## config.mk

```make
export PLATFORM = sky130hd
export DESIGN_NAME = iocd_decoder
export DESIGN_NICKNAME = d
export VERILOG_FILES = /design/src/iocd_pkg.sv /design/src/iocd_decoder.sv
export VERILOG_INCLUDE_DIRS = /design/src
export SDC_FILE = /design/constraint.sdc
export NUM_CORES = 1
export LEC_CHECK = 0
export BUFFER_PORTS_ARGS = -buffer_cell sky130_fd_sc_hd__buf_2
export CAP_MARGIN = 25
export CORE_MARGIN = 2
export CORE_UTILIZATION = 30
export DETAILED_ROUTE_END_ITERATION = 10
export GPL_TIMING_DRIVEN = 0
export PLACE_DENSITY = 0.6
export SLEW_MARGIN = 20
export SYNTH_ARGS = -nofsm -noshare
export SYNTH_HDL_FRONTEND = slang
export SYNTH_SLANG_ARGS = --single-unit
```

## constraint.sdc

```tcl
create_clock -name ref_clk -period 1.6 [get_ports ref_clk]
set_input_delay 0.24 -clock ref_clk [delete_from_list [all_inputs] [get_ports ref_clk]]
set_output_delay 0.24 -clock ref_clk [all_outputs]
set_load 0.02 [all_outputs]
```

## src/iocd_defs.svh

```systemverilog
// Constants for the I/O bus command decoder: field positions, codes, reset values
`ifndef IOCD_DEFS_SVH
`define IOCD_DEFS_SVH
`define IOCD_BUS_W        24
`define IOCD_BASIC_HI     23
`define IOCD_BASIC_LO     20
`define IOCD_CHAN_HI      19
`define IOCD_CHAN_LO      16
`define IOCD_DATA_HI      15
`define IOCD_SUB_HI       3
`define IOCD_STAT_HI      20
`define IOCD_STAT_LO      16
`define IOCD_REVERSE_BIT  21
`define IOCD_ID_HI        6
`define IOCD_ID_LO        1
`define IOCD_CODE_SUB     4'h1
`define IOCD_CODE_XOUTA   4'h2
`define IOCD_CODE_XOUTB   4'h3
`define IOCD_CODE_XIN     4'h4
`define IOCD_SUB_TSTAT    4'h1
`define IOCD_SUB_CLRTST   4'h3
`define IOCD_SUB_TSRQ     4'h5
`define IOCD_SUB_TERM     4'h6
`define IOCD_BUS_ZERO     24'h000000
`define IOCD_DATA_ZERO    16'h0000
`endif

```

## src/iocd_pkg.sv

```systemverilog
// Types for the I/O bus command decoder
`default_nettype none
package iocd_pkg;
  // Decoded command kinds held between the two phases
  typedef enum logic [2:0] {
    IOCD_CMD_NONE   = 3'b000,
    IOCD_CMD_XOUTA  = 3'b001,
    IOCD_CMD_XIN    = 3'b010,
    IOCD_CMD_TSTAT  = 3'b011,
    IOCD_CMD_CLRTST = 3'b100,
    IOCD_CMD_TSRQ   = 3'b101,
    IOCD_CMD_TERM   = 3'b110
  } iocd_cmd_type;
  // Drive value and lane enables of the shared bus pins
  typedef struct packed {
    logic [23:0] dout;
    logic [23:0] oe;
  } iocd_drive_type;
endpackage
`default_nettype wire

```

## src/iocd_decoder.sv

```systemverilog
// I/O bus command decoder inside one I/O control
`timescale 1ns/1ps
`default_nettype none
`include "iocd_defs.svh"
module iocd_decoder
  import iocd_pkg::*;
(
  input  wire logic        ref_clk,
  input  wire logic        rst_b,
  input  wire logic        command_active_strobe,
  input  wire logic        response_complete_strobe,
  input  wire logic [23:0] bus_in,
  output var  logic [23:0] bus_out,
  output var  logic [23:0] bus_oe,
  output var  logic        bus_send_direction,
  input  wire logic [3:0]  own_channel,
  input  wire logic [5:0]  control_id,
  input  wire logic [4:0]  status_count,
  input  wire logic [15:0] input_data,
  input  wire logic        service_request,
  output var  logic [15:0] out_data,
  output var  logic        out_data_valid,
  output var  logic        clear_pulse,
  output var  logic        terminate_pulse
);

  // ****************************************
  // Command decode
  // ****************************************
  // Sub-command decoding shared by several terms
  function automatic iocd_cmd_type iocd_sub_decode(input logic [3:0] sub);
    case (sub)
      `IOCD_SUB_TSTAT:  iocd_sub_decode = IOCD_CMD_TSTAT;
      `IOCD_SUB_CLRTST: iocd_sub_decode = IOCD_CMD_CLRTST;
      `IOCD_SUB_TSRQ:   iocd_sub_decode = IOCD_CMD_TSRQ;
      `IOCD_SUB_TERM:   iocd_sub_decode = IOCD_CMD_TERM;
      default:          iocd_sub_decode = IOCD_CMD_NONE;
    endcase
  endfunction

  wire logic [3:0]   basic_code;  // Top four bits
  wire logic [3:0]   chan_field;  // Channel field
  wire logic         chan_match;  // Addressed to this control
  iocd_cmd_type      decoded;     // Decoded command of the word on the bus

  assign basic_code = bus_in[`IOCD_BASIC_HI:`IOCD_BASIC_LO];
  assign chan_field = bus_in[`IOCD_CHAN_HI:`IOCD_CHAN_LO];
  assign chan_match = (chan_field == own_channel);

  // Decode; service test ignores channel, reserved code yields none
  always_comb begin
    case (basic_code)
      `IOCD_CODE_XOUTA: decoded = chan_match ? IOCD_CMD_XOUTA : IOCD_CMD_NONE;
      `IOCD_CODE_XIN:   decoded = chan_match ? IOCD_CMD_XIN : IOCD_CMD_NONE;
      `IOCD_CODE_SUB: begin
        if (iocd_sub_decode(bus_in[`IOCD_SUB_HI:0]) == IOCD_CMD_TSRQ) begin
          decoded = IOCD_CMD_TSRQ;
        end else begin
          decoded = chan_match ? iocd_sub_decode(bus_in[`IOCD_SUB_HI:0]) : IOCD_CMD_NONE;
        end
      end
      default:          decoded = IOCD_CMD_NONE;
    endcase
  end

  // ****************************************
  // Phase tracking
  // ****************************************
  typedef enum logic [1:0] {
    IOCD_IDLE  = 2'b00,
    IOCD_WAITB = 2'b01
  } iocd_state_type;

  iocd_state_type state_ff;   // Between phases or idle
  iocd_state_type nxt_state;  // Next phase state
  iocd_cmd_type   cmd_ff;     // Command held for phase B
  wire logic      strobe_a;   // Phase A strobe
  wire logic      strobe_b;   // Phase B strobe in progress

  assign strobe_a = command_active_strobe;
  assign strobe_b = response_complete_strobe && (state_ff == IOCD_WAITB);

  // Phase A moves to waiting, phase B returns idle
  always_comb begin
    case (state_ff)
      IOCD_IDLE:  nxt_state = strobe_a ? IOCD_WAITB : IOCD_IDLE;
      IOCD_WAITB: nxt_state = response_complete_strobe ? IOCD_IDLE : IOCD_WAITB;
      default:    nxt_state = IOCD_IDLE;
    endcase
  end

  // Phase register and captured command
  always_ff @(posedge ref_clk or negedge rst_b) begin
    if (!rst_b) begin
      state_ff <= IOCD_IDLE;
      cmd_ff   <= IOCD_CMD_NONE;
    end else begin
      state_ff <= nxt_state;
      if (strobe_a) begin
        cmd_ff <= decoded;
      end else if (strobe_b) begin
        cmd_ff <= IOCD_CMD_NONE;
      end
    end
  end

  // ****************************************
  // Phase A actions
  // ****************************************
  // Data latch for transfer out
  always_ff @(posedge ref_clk or negedge rst_b) begin
    if (!rst_b) begin
      out_data        <= `IOCD_DATA_ZERO;
      out_data_valid  <= 1'b0;
      terminate_pulse <= 1'b0;
    end else begin
      out_data_valid  <= strobe_a && (decoded == IOCD_CMD_XOUTA);
      terminate_pulse <= strobe_a && (decoded == IOCD_CMD_TERM);
      if (strobe_a && (decoded == IOCD_CMD_XOUTA)) begin
        out_data <= bus_in[`IOCD_DATA_HI:0];
      end
    end
  end

  // ****************************************
  // Phase B answer
  // ****************************************
  wire logic [23:0] stat_word; // Status count with reverse bit
  wire logic [23:0] ans_word;  // Answer for held command
  wire logic [23:0] ans_oe;    // Lanes driven
  wire logic        answering; // Any answer in phase B
  wire logic [23:0] mask_bit;  // Own channel mask lane
  wire logic        drive_now; // Answer goes out at the next edge
  wire iocd_drive_type nxt_drive; // Value and lane enables for the next edge

  assign stat_word = {2'b00, 1'b1, status_count, 16'h0000};
  assign mask_bit  = 24'h000001 << own_channel;
  assign answering = (state_ff == IOCD_WAITB) && (cmd_ff != IOCD_CMD_NONE)
                     && !((cmd_ff == IOCD_CMD_TSRQ) && !service_request);
  assign ans_word  = (cmd_ff == IOCD_CMD_XIN)  ? (stat_word | {8'h00, input_data})
                   : (cmd_ff == IOCD_CMD_TSRQ) ? mask_bit
                   : (cmd_ff == IOCD_CMD_TSTAT || cmd_ff == IOCD_CMD_CLRTST)
                     ? (stat_word | {17'h00000, control_id, 1'b0})
                   : stat_word;
  assign ans_oe    = (cmd_ff == IOCD_CMD_TSRQ) ? mask_bit : 24'hFFFFFF;

  // Stop driving at once on the response strobe or a fresh phase A,
  // so the bus is free before the processor turns it around
  assign drive_now = answering && !response_complete_strobe && !strobe_a;
  // Value and lane enables travel together; all lanes float otherwise
  assign nxt_drive = drive_now ? {ans_word, ans_oe}
                               : {`IOCD_BUS_ZERO, `IOCD_BUS_ZERO};

  // Drive during phase B, release with the response strobe
  always_ff @(posedge ref_clk or negedge rst_b) begin
    if (!rst_b) begin
      bus_out            <= `IOCD_BUS_ZERO;
      bus_oe             <= `IOCD_BUS_ZERO;
      bus_send_direction <= 1'b0;
      clear_pulse        <= 1'b0;
    end else begin
      clear_pulse        <= strobe_b && (cmd_ff == IOCD_CMD_CLRTST);
      bus_out            <= nxt_drive.dout; // Answer word or all zero
      bus_oe             <= nxt_drive.oe;   // Lanes this control owns
      bus_send_direction <= drive_now;
    end
  end
endmodule // iocd_decoder
`default_nettype wire

```

==> key figures, run 1 <==
Pwr
  • Pwr dens: between 800 and 900 nW/um^2
  • VDD IR-drop max: around 0.34 mV
  • Pleak: 0.00215 uW

Floorplanning
  • DIE HEIGHT: 100 microns
  • Core area: 9110 sq um
  • Area of the die: approximately 10000 sq um
  • Die width: between 100 and 150 microns
  • Initial Utilization: 30.6%
  • Row count: 35
  • I/O pin total: ~130

Status
  • Status: finished with violations
  • Failing checks: hold timing

Synthesis
  • #FFs+latches synth: 63
  • Largest cells by area after synthesis: dfrtp_1 57%, mux2_4 4.9%, nor2_1 3.6%
  • Synth Instances: ~240
  • Synthesized area per cell: around 12 sq um
  • Post-synth EDFFs: 0
  • Number of distinct library cells after synthesis: 43
  • Largest area contributor in the netlist: dfrtp_1
  • Post-synth top area share: between 50 and 60%
  • Seq/Total Area, Yosys: a little under three fifths
  • Async SR Flop Fraction: 100%
  • Mapped Area: roughly 2800 sq um
  • Most used DFF post-synth: dfrtp_1
  • Syn. warnings: 0

Finish
  • Register area: 1580 sq um
  • Final instance area: ~3900 sq um
  • Commonest non-fill, non-tap cells in the layout: 121 x buf_2, 62 x dfrtp_1, 23 x nor2_1
  • Footprint of the multi-input gates: about 1100 sq um
  • Final Net Count: approximately 440
  • Post-layout util: between 40 and 50%
  • Syn-to-layout area delta: 39.4%
  • Antenna cells: 0
  • Filler Cells Inserted: roughly 920
  • Commonest non-fill, non-tap cell in the layout: buf_2
  • Proportion of layout cells with a drive suffix above 1: 50.0%

Global routing
  • Tot GR Track Use: between 10% and 20%
  • Pin count of the biggest net entering global routing: between 60 and 70
  • First-pass GRT wire length: ~12 mm
  • Antenna violations before repair: 0
  • Remaining global-route overflow: 0
  • Vias in the first global route: 2391

Timing
  • Fmax: 626 MHz
  • Fin. Hold Viols: 18
  • Clock skew: around 13 ps
  • Max Slew Vio Count: 0
  • Slew HR: between 40% and 50%
  • Period utilization: roughly 100%
  • Worst Hold Slack: -20.4 ps
  • Slew @ Worst Pin: 804 ps
  • Unrepaired setup endpoints after global routing: true
  • Tmin final: ~1600 ps
  • Final setup violation count: 0

Clock network
  • Worst-path clk slew: approximately 70 ps
  • CTS tree: yes
  • CTS Hold Bufs: 0
  • Htree depth: 3
  • Num CTS Buffers: 9
  • CTS sink cnt: 63
  • CTS Root Cell: clkbuf_8
  • Max clock buf depth: 2
  • Clk_lat worst skew: roughly 340 ps

Critical path
  • Crit end category: register
  • Reg2reg start: cmd_ff[1]
  • Required time worst endpoint: around 1800 ps
  • Critical Path Start Type: input pin
  • CP Max Fanout: 10
  • Critical path arrival: about 1800 ps
  • Setup crit start: bus_in[3]
  • Critical setup path kind: input pin to register

Placement
  • DP HPWL: roughly 5.5 mm
  • Placed Area: approximately 3500 sq um
  • I/O Buffers: between 100 and 150
  • RD Place Congestion: 0.807

Detailed routing
  • Vias per std cell: approximately 4.8
  • DRC violations left: 0
  • Final ANT Viol Nets: 0
  • Wire per inst: 15.5 microns
  • Routed wire length: slightly below 8 mm
  • First DRT Iteration DRCs: roughly 140
  • Vias: ~2.4k
  • First-pass iteration count of the detailed router: 4

Hold path
  • Worst Hold Class: input pin to async pin

Job
  • Max_cap viols: 0
[routing by layer]
| layer | vias to the layer above | part of all wire (%) | global-route usage [%] | wire length, microns |
|---|---|---|---|---|
| met2 | 56 | 53 | 26.2 | 4080 |
| li1 | 1119 | - | - | - |
| met4 | 0 | 2.3 | 6.85 | 176 |
| met1 | 1185 | 41 | 18.8 | 3170 |
| met3 | 14 | 3.5 | 2.65 | 269 |
| met5 | - | 0 | 0 | 0 |
[report_power, final]
group          total [uW]  leakage (uW)  switching (uW)  internal (uW)
logic                 359       0.00118             204            154
clock network        1250     0.0000894             609            643
registers            1650      0.000874            20.2           1630
[cell families after synthesis]
kind of cell    Yosys count  synth area share (%)
simple gates             77                  14.4
flops                    63                  56.6
compound gates           47                  12.5
buf+inv                  28                  5.66
mux                      19                  8.76
xor+xnor                  6                  1.89
other cells               1                 0.135
[per-stage QoR]
stage | TNS (ps) | worst slack [ps] | hold WS [ps] | instances | total power (uW)
6_report | 0 | 3.27 | -20.4 | 497 | 3260
3_3_place_gp | -16080 | -508 | 473 | 476 | 2010
3_5_place_dp | -18740 | -538 | 382 | 476 | 2020
2_1_floorplan | -4000 | -295 | -55.6 | 242 | 1840
5_1_grt | -373 | -37.6 | 67.6 | 497 | 3390
4_1_cts | -35.3 | -9.45 | 15.8 | 496 | 3280
[worst paths after layout]
kind | end | slack (ps) | depth (start not counted)
min | out_data[10] | -20 | 1
max | out_data[4] | 3 | 6
max in group asynchronous | cmd_ff[2] | 1050 | 1
min reg2reg | out_data[7] | 510 | 1
max reg2reg | bus_out[3] | 120 | 5
min in group ref_clk | out_data[3] | 120 | 2
[area by class of cell]
type	instances	share of cell area (%)
Multi-Input combinational cell	151	28.9
Timing Repair Buffer	128	17.7
Clock buffer	13	4.09
Inverter	7	0.677
Tap cell	111	3.58
Sequential cell	63	40.7
Clock inverter	3	0.451
Buffer	21	3.93
[cell usage after synthesis, types with 2 or more instances]
cell,count
mux2_2,7
mux2i_1,3
a22oi_1,10
nor2b_1,4
nand2b_1,6
a32oi_1,3
o21ai_0,6
a221oi_1,2
nand3b_1,3
inv_1,7
nor2_1,27
nand2_1,15
a21oi_1,11
o211ai_1,2
nor3_1,6
buf_2,2
clkbuf_1,9
o41ai_1,2
mux2_4,9
buf_4,9
dfrtp_1,63
xor2_1,5
and3_1,5
o31ai_1,4
nand3_1,3
[worst max-delay path, stage by stage]
cell	delay (ps)
buf_6	90
or3b_4	400
or3_4	340
o2111ai_4	260
buf_12	180
mux2_4	300
[flip-flops by register name (all words and copies together), names as in the netlist]
register	count
bus_oe	17
clear_pulse	1
out_data	16
out_data_valid	1
bus_send_direction	1
state_ff	1
cmd_ff	3
terminate_pulse	1
bus_out	22
[timing repair]
item | 4_1_cts | 5_1_grt
resized for setup | 12 | 27
setup buffers | 4 | 1
pin swaps | 3 | 2
hold endpoints to repair | 0 | 0
setup endpoints to repair | 50 | 49
Power figures use the tool's default switching activity.
==> run 2, diff against run 1 <==
--- a/config.mk
+++ b/config.mk
@@ -6,9 +6,11 @@
 export SDC_FILE = /design/constraint.sdc
 export NUM_CORES = 1
 export LEC_CHECK = 0
+export ABC_AREA = 1
 export BUFFER_PORTS_ARGS = -buffer_cell sky130_fd_sc_hd__buf_2
 export CAP_MARGIN = 25
-export CORE_MARGIN = 2
+export CORE_ASPECT_RATIO = 0.75
+export CORE_MARGIN = 5
 export CORE_UTILIZATION = 30
 export DETAILED_ROUTE_END_ITERATION = 10
 export GPL_TIMING_DRIVEN = 0
==> key figures, run 2 <==
Status
  • Status: finished, final reports clean (was finished with violations)

Synthesis
  • Most frequent cell after synthesis: nand2_1 (was dfrtp_1)
  • Number of distinct library cells after synthesis: 27 (was 43)
  • Post-synth EDFFs: 0 (unchanged)
  • Largest cells by area after synthesis: dfrtp_1 53%, nand2_1 12%, nand3_1 5.1% (was dfrtp_1 57%, mux2_4 4.9%, nor2_1 3.6%)
  • Syn. warnings: 0 (unchanged)
  • Synth cell count leaders: 93 x nand2_1, 63 x dfrtp_1, 36 x inv_1 (was 63 x dfrtp_1, 27 x nor2_1, 15 x nand2_1)
  • Async SR Flop Fraction: 100% (unchanged)
  • Synthesized area per cell: 8.42 sq um (was 11.6 sq um)
  • #FFs+latches synth: 63 (unchanged)
  • Post-synth top area share: 53.1% (was 56.6%)
  • Synth Instances: 353 (was 241)
  • Mapped Area: 2970 sq um (was 2780 sq um)
  • Largest area contributor in the netlist: dfrtp_1 (unchanged)
  • Most used DFF post-synth: dfrtp_1 (unchanged)
  • Seq/Total Area, Yosys: 53.1% (was 56.6%)

Finish
  • Register area: 1580 sq um (unchanged)
  • Commonest non-fill, non-tap cells in the layout: 126 x buf_2, 93 x nand2_1, 62 x dfrtp_1 (was 121 x buf_2, 62 x dfrtp_1, 23 x nor2_1)
  • Post-layout util: 42.5% (was 42.6%)
  • Largest registers: bus_out x22, bus_oe x17, out_data x16 (unchanged)
  • Final Net Count: 551 (was 441)
  • Syn-to-layout area delta: 38.1% (was 39.4%)
  • Filler Cells Inserted: 996 (was 919)
  • Antenna cells: 0 (unchanged)
  • Biggest register: bus_out (unchanged)
  • Commonest non-fill, non-tap cell in the layout: buf_2 (unchanged)
  • Footprint of the multi-input gates: 1080 sq um (was 1120 sq um)
  • Proportion of layout cells with a drive suffix above 1: 40.1% (was 50.0%)
  • Largest register FFs: 22 (unchanged)

Pwr
  • Switching power: 905 uW (was 834 uW)
  • Total power: 3850 uW (was 3260 uW)
  • P_int: 2940 uW (was 2420 uW)
  • Pleak: 0.00248 uW (was 0.00215 uW)
  • VDD IR-drop max: 0.402 mV (was 0.335 mV)
  • Flop pwr share: 42.5% (was 50.6%)
  • Pwr dens: 938 nW/um^2 (was 840 nW/um^2)
  • Sw frac: 23.5% (was 25.6%)
  • Clock share of power: 49.0% (was 38.4%)
  • Combinational Power Share: 8.5% (was 11.0%)

Timing
  • Setup TNS: 0 ps (unchanged)
  • Tmin final: 1460 ps (was 1600 ps)
  • Unrepaired setup endpoints after global routing: false (was true)
  • Clock skew: 5.27 ps (was 12.7 ps)
  • Fin. Hold Viols: 0 (was 18)
  • Max Slew Vio Count: 0 (unchanged)
  • Fmax: 687 MHz (was 626 MHz)
  • Period utilization: 91.0% (was 99.8%)
  • Final setup violation count: 0 (unchanged)

Clock network
  • Post-CTS setup-driven buffer insertion count: 0 (was 4)
  • Worst-path clk slew: 50 ps (was 70 ps)
  • Max clock buf depth: 2 (unchanged)
  • CTS Root Cell: clkbuf_16 (was clkbuf_8)
  • CTS tree: yes (unchanged)
  • Clk_lat worst skew: 330 ps (was 340 ps)
  • CTS sink cnt: 63 (unchanged)
  • Num CTS Buffers: 9 (unchanged)
  • Htree depth: 3 (unchanged)

Global routing
  • Global route hottest layer: met2 (unchanged)
  • Antenna violations before repair: 2 (was 0)
  • Remaining global-route overflow: 0 (unchanged)
  • Vias in the first global route: 2706 (was 2391)
  • Met2 usage: 22.0% (was 26.2%)
  • GRT met1 Usage: 18.5% (was 18.8%)
  • Pin count of the biggest net entering global routing: 38 (was 64)
  • Grt met3 use: 6.71% (was 2.65%)
  • Tot GR Track Use: 14.4% (was 15.3%)
  • First-pass GRT wire length: 13.6 mm (was 12.0 mm)

Placement
  • DP HPWL: 6.63 mm (was 5.51 mm)
  • RD Place Congestion: 0.800 (was 0.807)
  • I/O Buffers: 124 (was 123)

Floorplanning
  • Die width: 125 microns (was 100 microns)
  • I/O pin total: 128 (unchanged)
  • Row count: 31 (was 35)
  • DIE HEIGHT: 96.2 microns (was 100 microns)
  • Area of the die: 12000 sq um (was 10100 sq um)
  • Initial Utilization: 30.8% (was 30.6%)
  • Core area: 9660 sq um (was 9110 sq um)

Critical path
  • CP Max Fanout: 10 (unchanged)
  • Critical path arrival: 1650 ps (was 1820 ps)
  • Critical Path Start Type: register (was input pin)
  • Critical setup path kind: register to register (was input pin to register)
  • Crit end category: register (unchanged)
  • Most common cell type on the critical path: nor2_4
  • Worst path bufs/invs: 3 (was 2)
  • Worst path cell trace: nor2_2, nand2_2, inv_6, nor2_4, nor2_4, buf_6, buf_8, a21oi_2 (was buf_6, or3b_4, or3_4, o2111ai_4, buf_12, mux2_4)
  • Max incr delay on CP: 440 ps (was 400 ps)
  • Required time worst endpoint: 1800 ps (was 1820 ps)
  • Slowest CP cell: dfrtp_2 (was or3b_4)
  • Top delay family on crit path: buffers and inverters (was simple AND/OR/NAND/NOR gates)

Detailed routing
  • DRC violations left: 0 (unchanged)
  • Routed wire length: 8.35 mm (was 7.69 mm)
  • Final ANT Viol Nets: 0 (unchanged)
  • First DRT Iteration DRCs: 116 (was 135)
  • Wire per inst: 13.3 microns (was 15.5 microns)
  • Vias per std cell: 4.32 (was 4.78)
  • Vias: 2714 (was 2374)
  • First-pass iteration count of the detailed router: 4 (unchanged)

Job
  • Max_cap viols: 0 (unchanged)

Hold path
  • Worst Hold Class: input pin to register (was input pin to async pin)
==> run 2: changes by cell type in the layout (fill, tap and decap cells not counted), moves of 6 or more <==
cell / delta
nor2_2: +6
nor2_1: +9
a22oi_1: -8
nand3_1: +27
nand4_1: +6
clkbuf_16: +9
nand2_1: +79
inv_1: +29
inv_2: +8
nand2b_1: -6
nand2_2: +6
clkbuf_8: -11
mux2_4: -16
==> run 2: per-layer routing <==
layer  vias to the layer above  wire length, microns
met3                         8                   660
met5                         -                    14
met1                      1250                  3900
met4                         4                    76
met2                        86                  3710
li1                       1366                     -
==> run 2: cell type report <==
type,count,area share [%]
plain buffers,20,3.78
clock buffers,10,5.58
clock inverters,6,1.49
inverters,47,4.42
multi-input cells,224,26.3
flip-flops and latches,63,38.5
well taps,132,4.03
repair buffers,126,15.9
==> run 2: repair_timing <==
action                     4_1_cts  5_1_grt
hold buffers                     1        0
hold endpoints to repair        26        0
setup endpoints to repair        0       14
resized for setup                0        9
==> run 2: final timing paths <==
kind / slack [ps] / startpoint / to / cells past startpoint
max reg2reg: 140 / cmd_ff[1] / bus_oe[12] / 8
min in group asynchronous: 370 / rst_b / out_data[9] / 2
min reg2reg: 460 / out_data[6] / out_data[6] / 2
min: 120 / status_count[4] / bus_out[20] / 3
max: 140 / cmd_ff[1] / bus_oe[12] / 8
max in group asynchronous: 710 / rst_b / cmd_ff[1] / 3
==> run 2: tightest hold or removal path: stages <==
cell and delay [ps]:
buf_2 90, inv_1 40, nor2_1 40
==> run 2: power groups by stage <==
stage / Clock, uW / Combinational [uW] / Sequential (uW)
3_5_place_dp: 0 / 331 / 1660
4_1_cts: 1950 / 333 / 1630
6_report: 1890 / 327 / 1630
2_1_floorplan: 0 / 126 / 1690
5_1_grt: 2030 / 370 / 1640
3_3_place_gp: 0 / 317 / 1660
==> run 2: kinds of logic after synthesis <==
kind of cell / after synthesis / share of synthesized area, %
AOI/OAI and AO/OA: 32 / 6.15
xor gates and xnor gates: 2 / 0.842
and+or+nand+nor: 188 / 28.8
buffers and inverters: 67 / 11.0
other: 1 / 0.126
DFF: 63 / 53.1
==> run 2: through the flow <==
| stage | setup WS [ps] | cells | cell area [sq um] | hold WS [ps] |
|---|---|---|---|---|
| after floorplan | 280 | 354 | 2980 | -55.6 |
| after global placement | 72.5 | 610 | 3760 | 448 |
| after detailed placement | 37.0 | 611 | 3780 | 186 |
| after CTS | 28.8 | 628 | 4080 | 113 |
| after global routing | 8.22 | 628 | 4100 | 118 |
| final | 144 | 628 | 4100 | 125 |
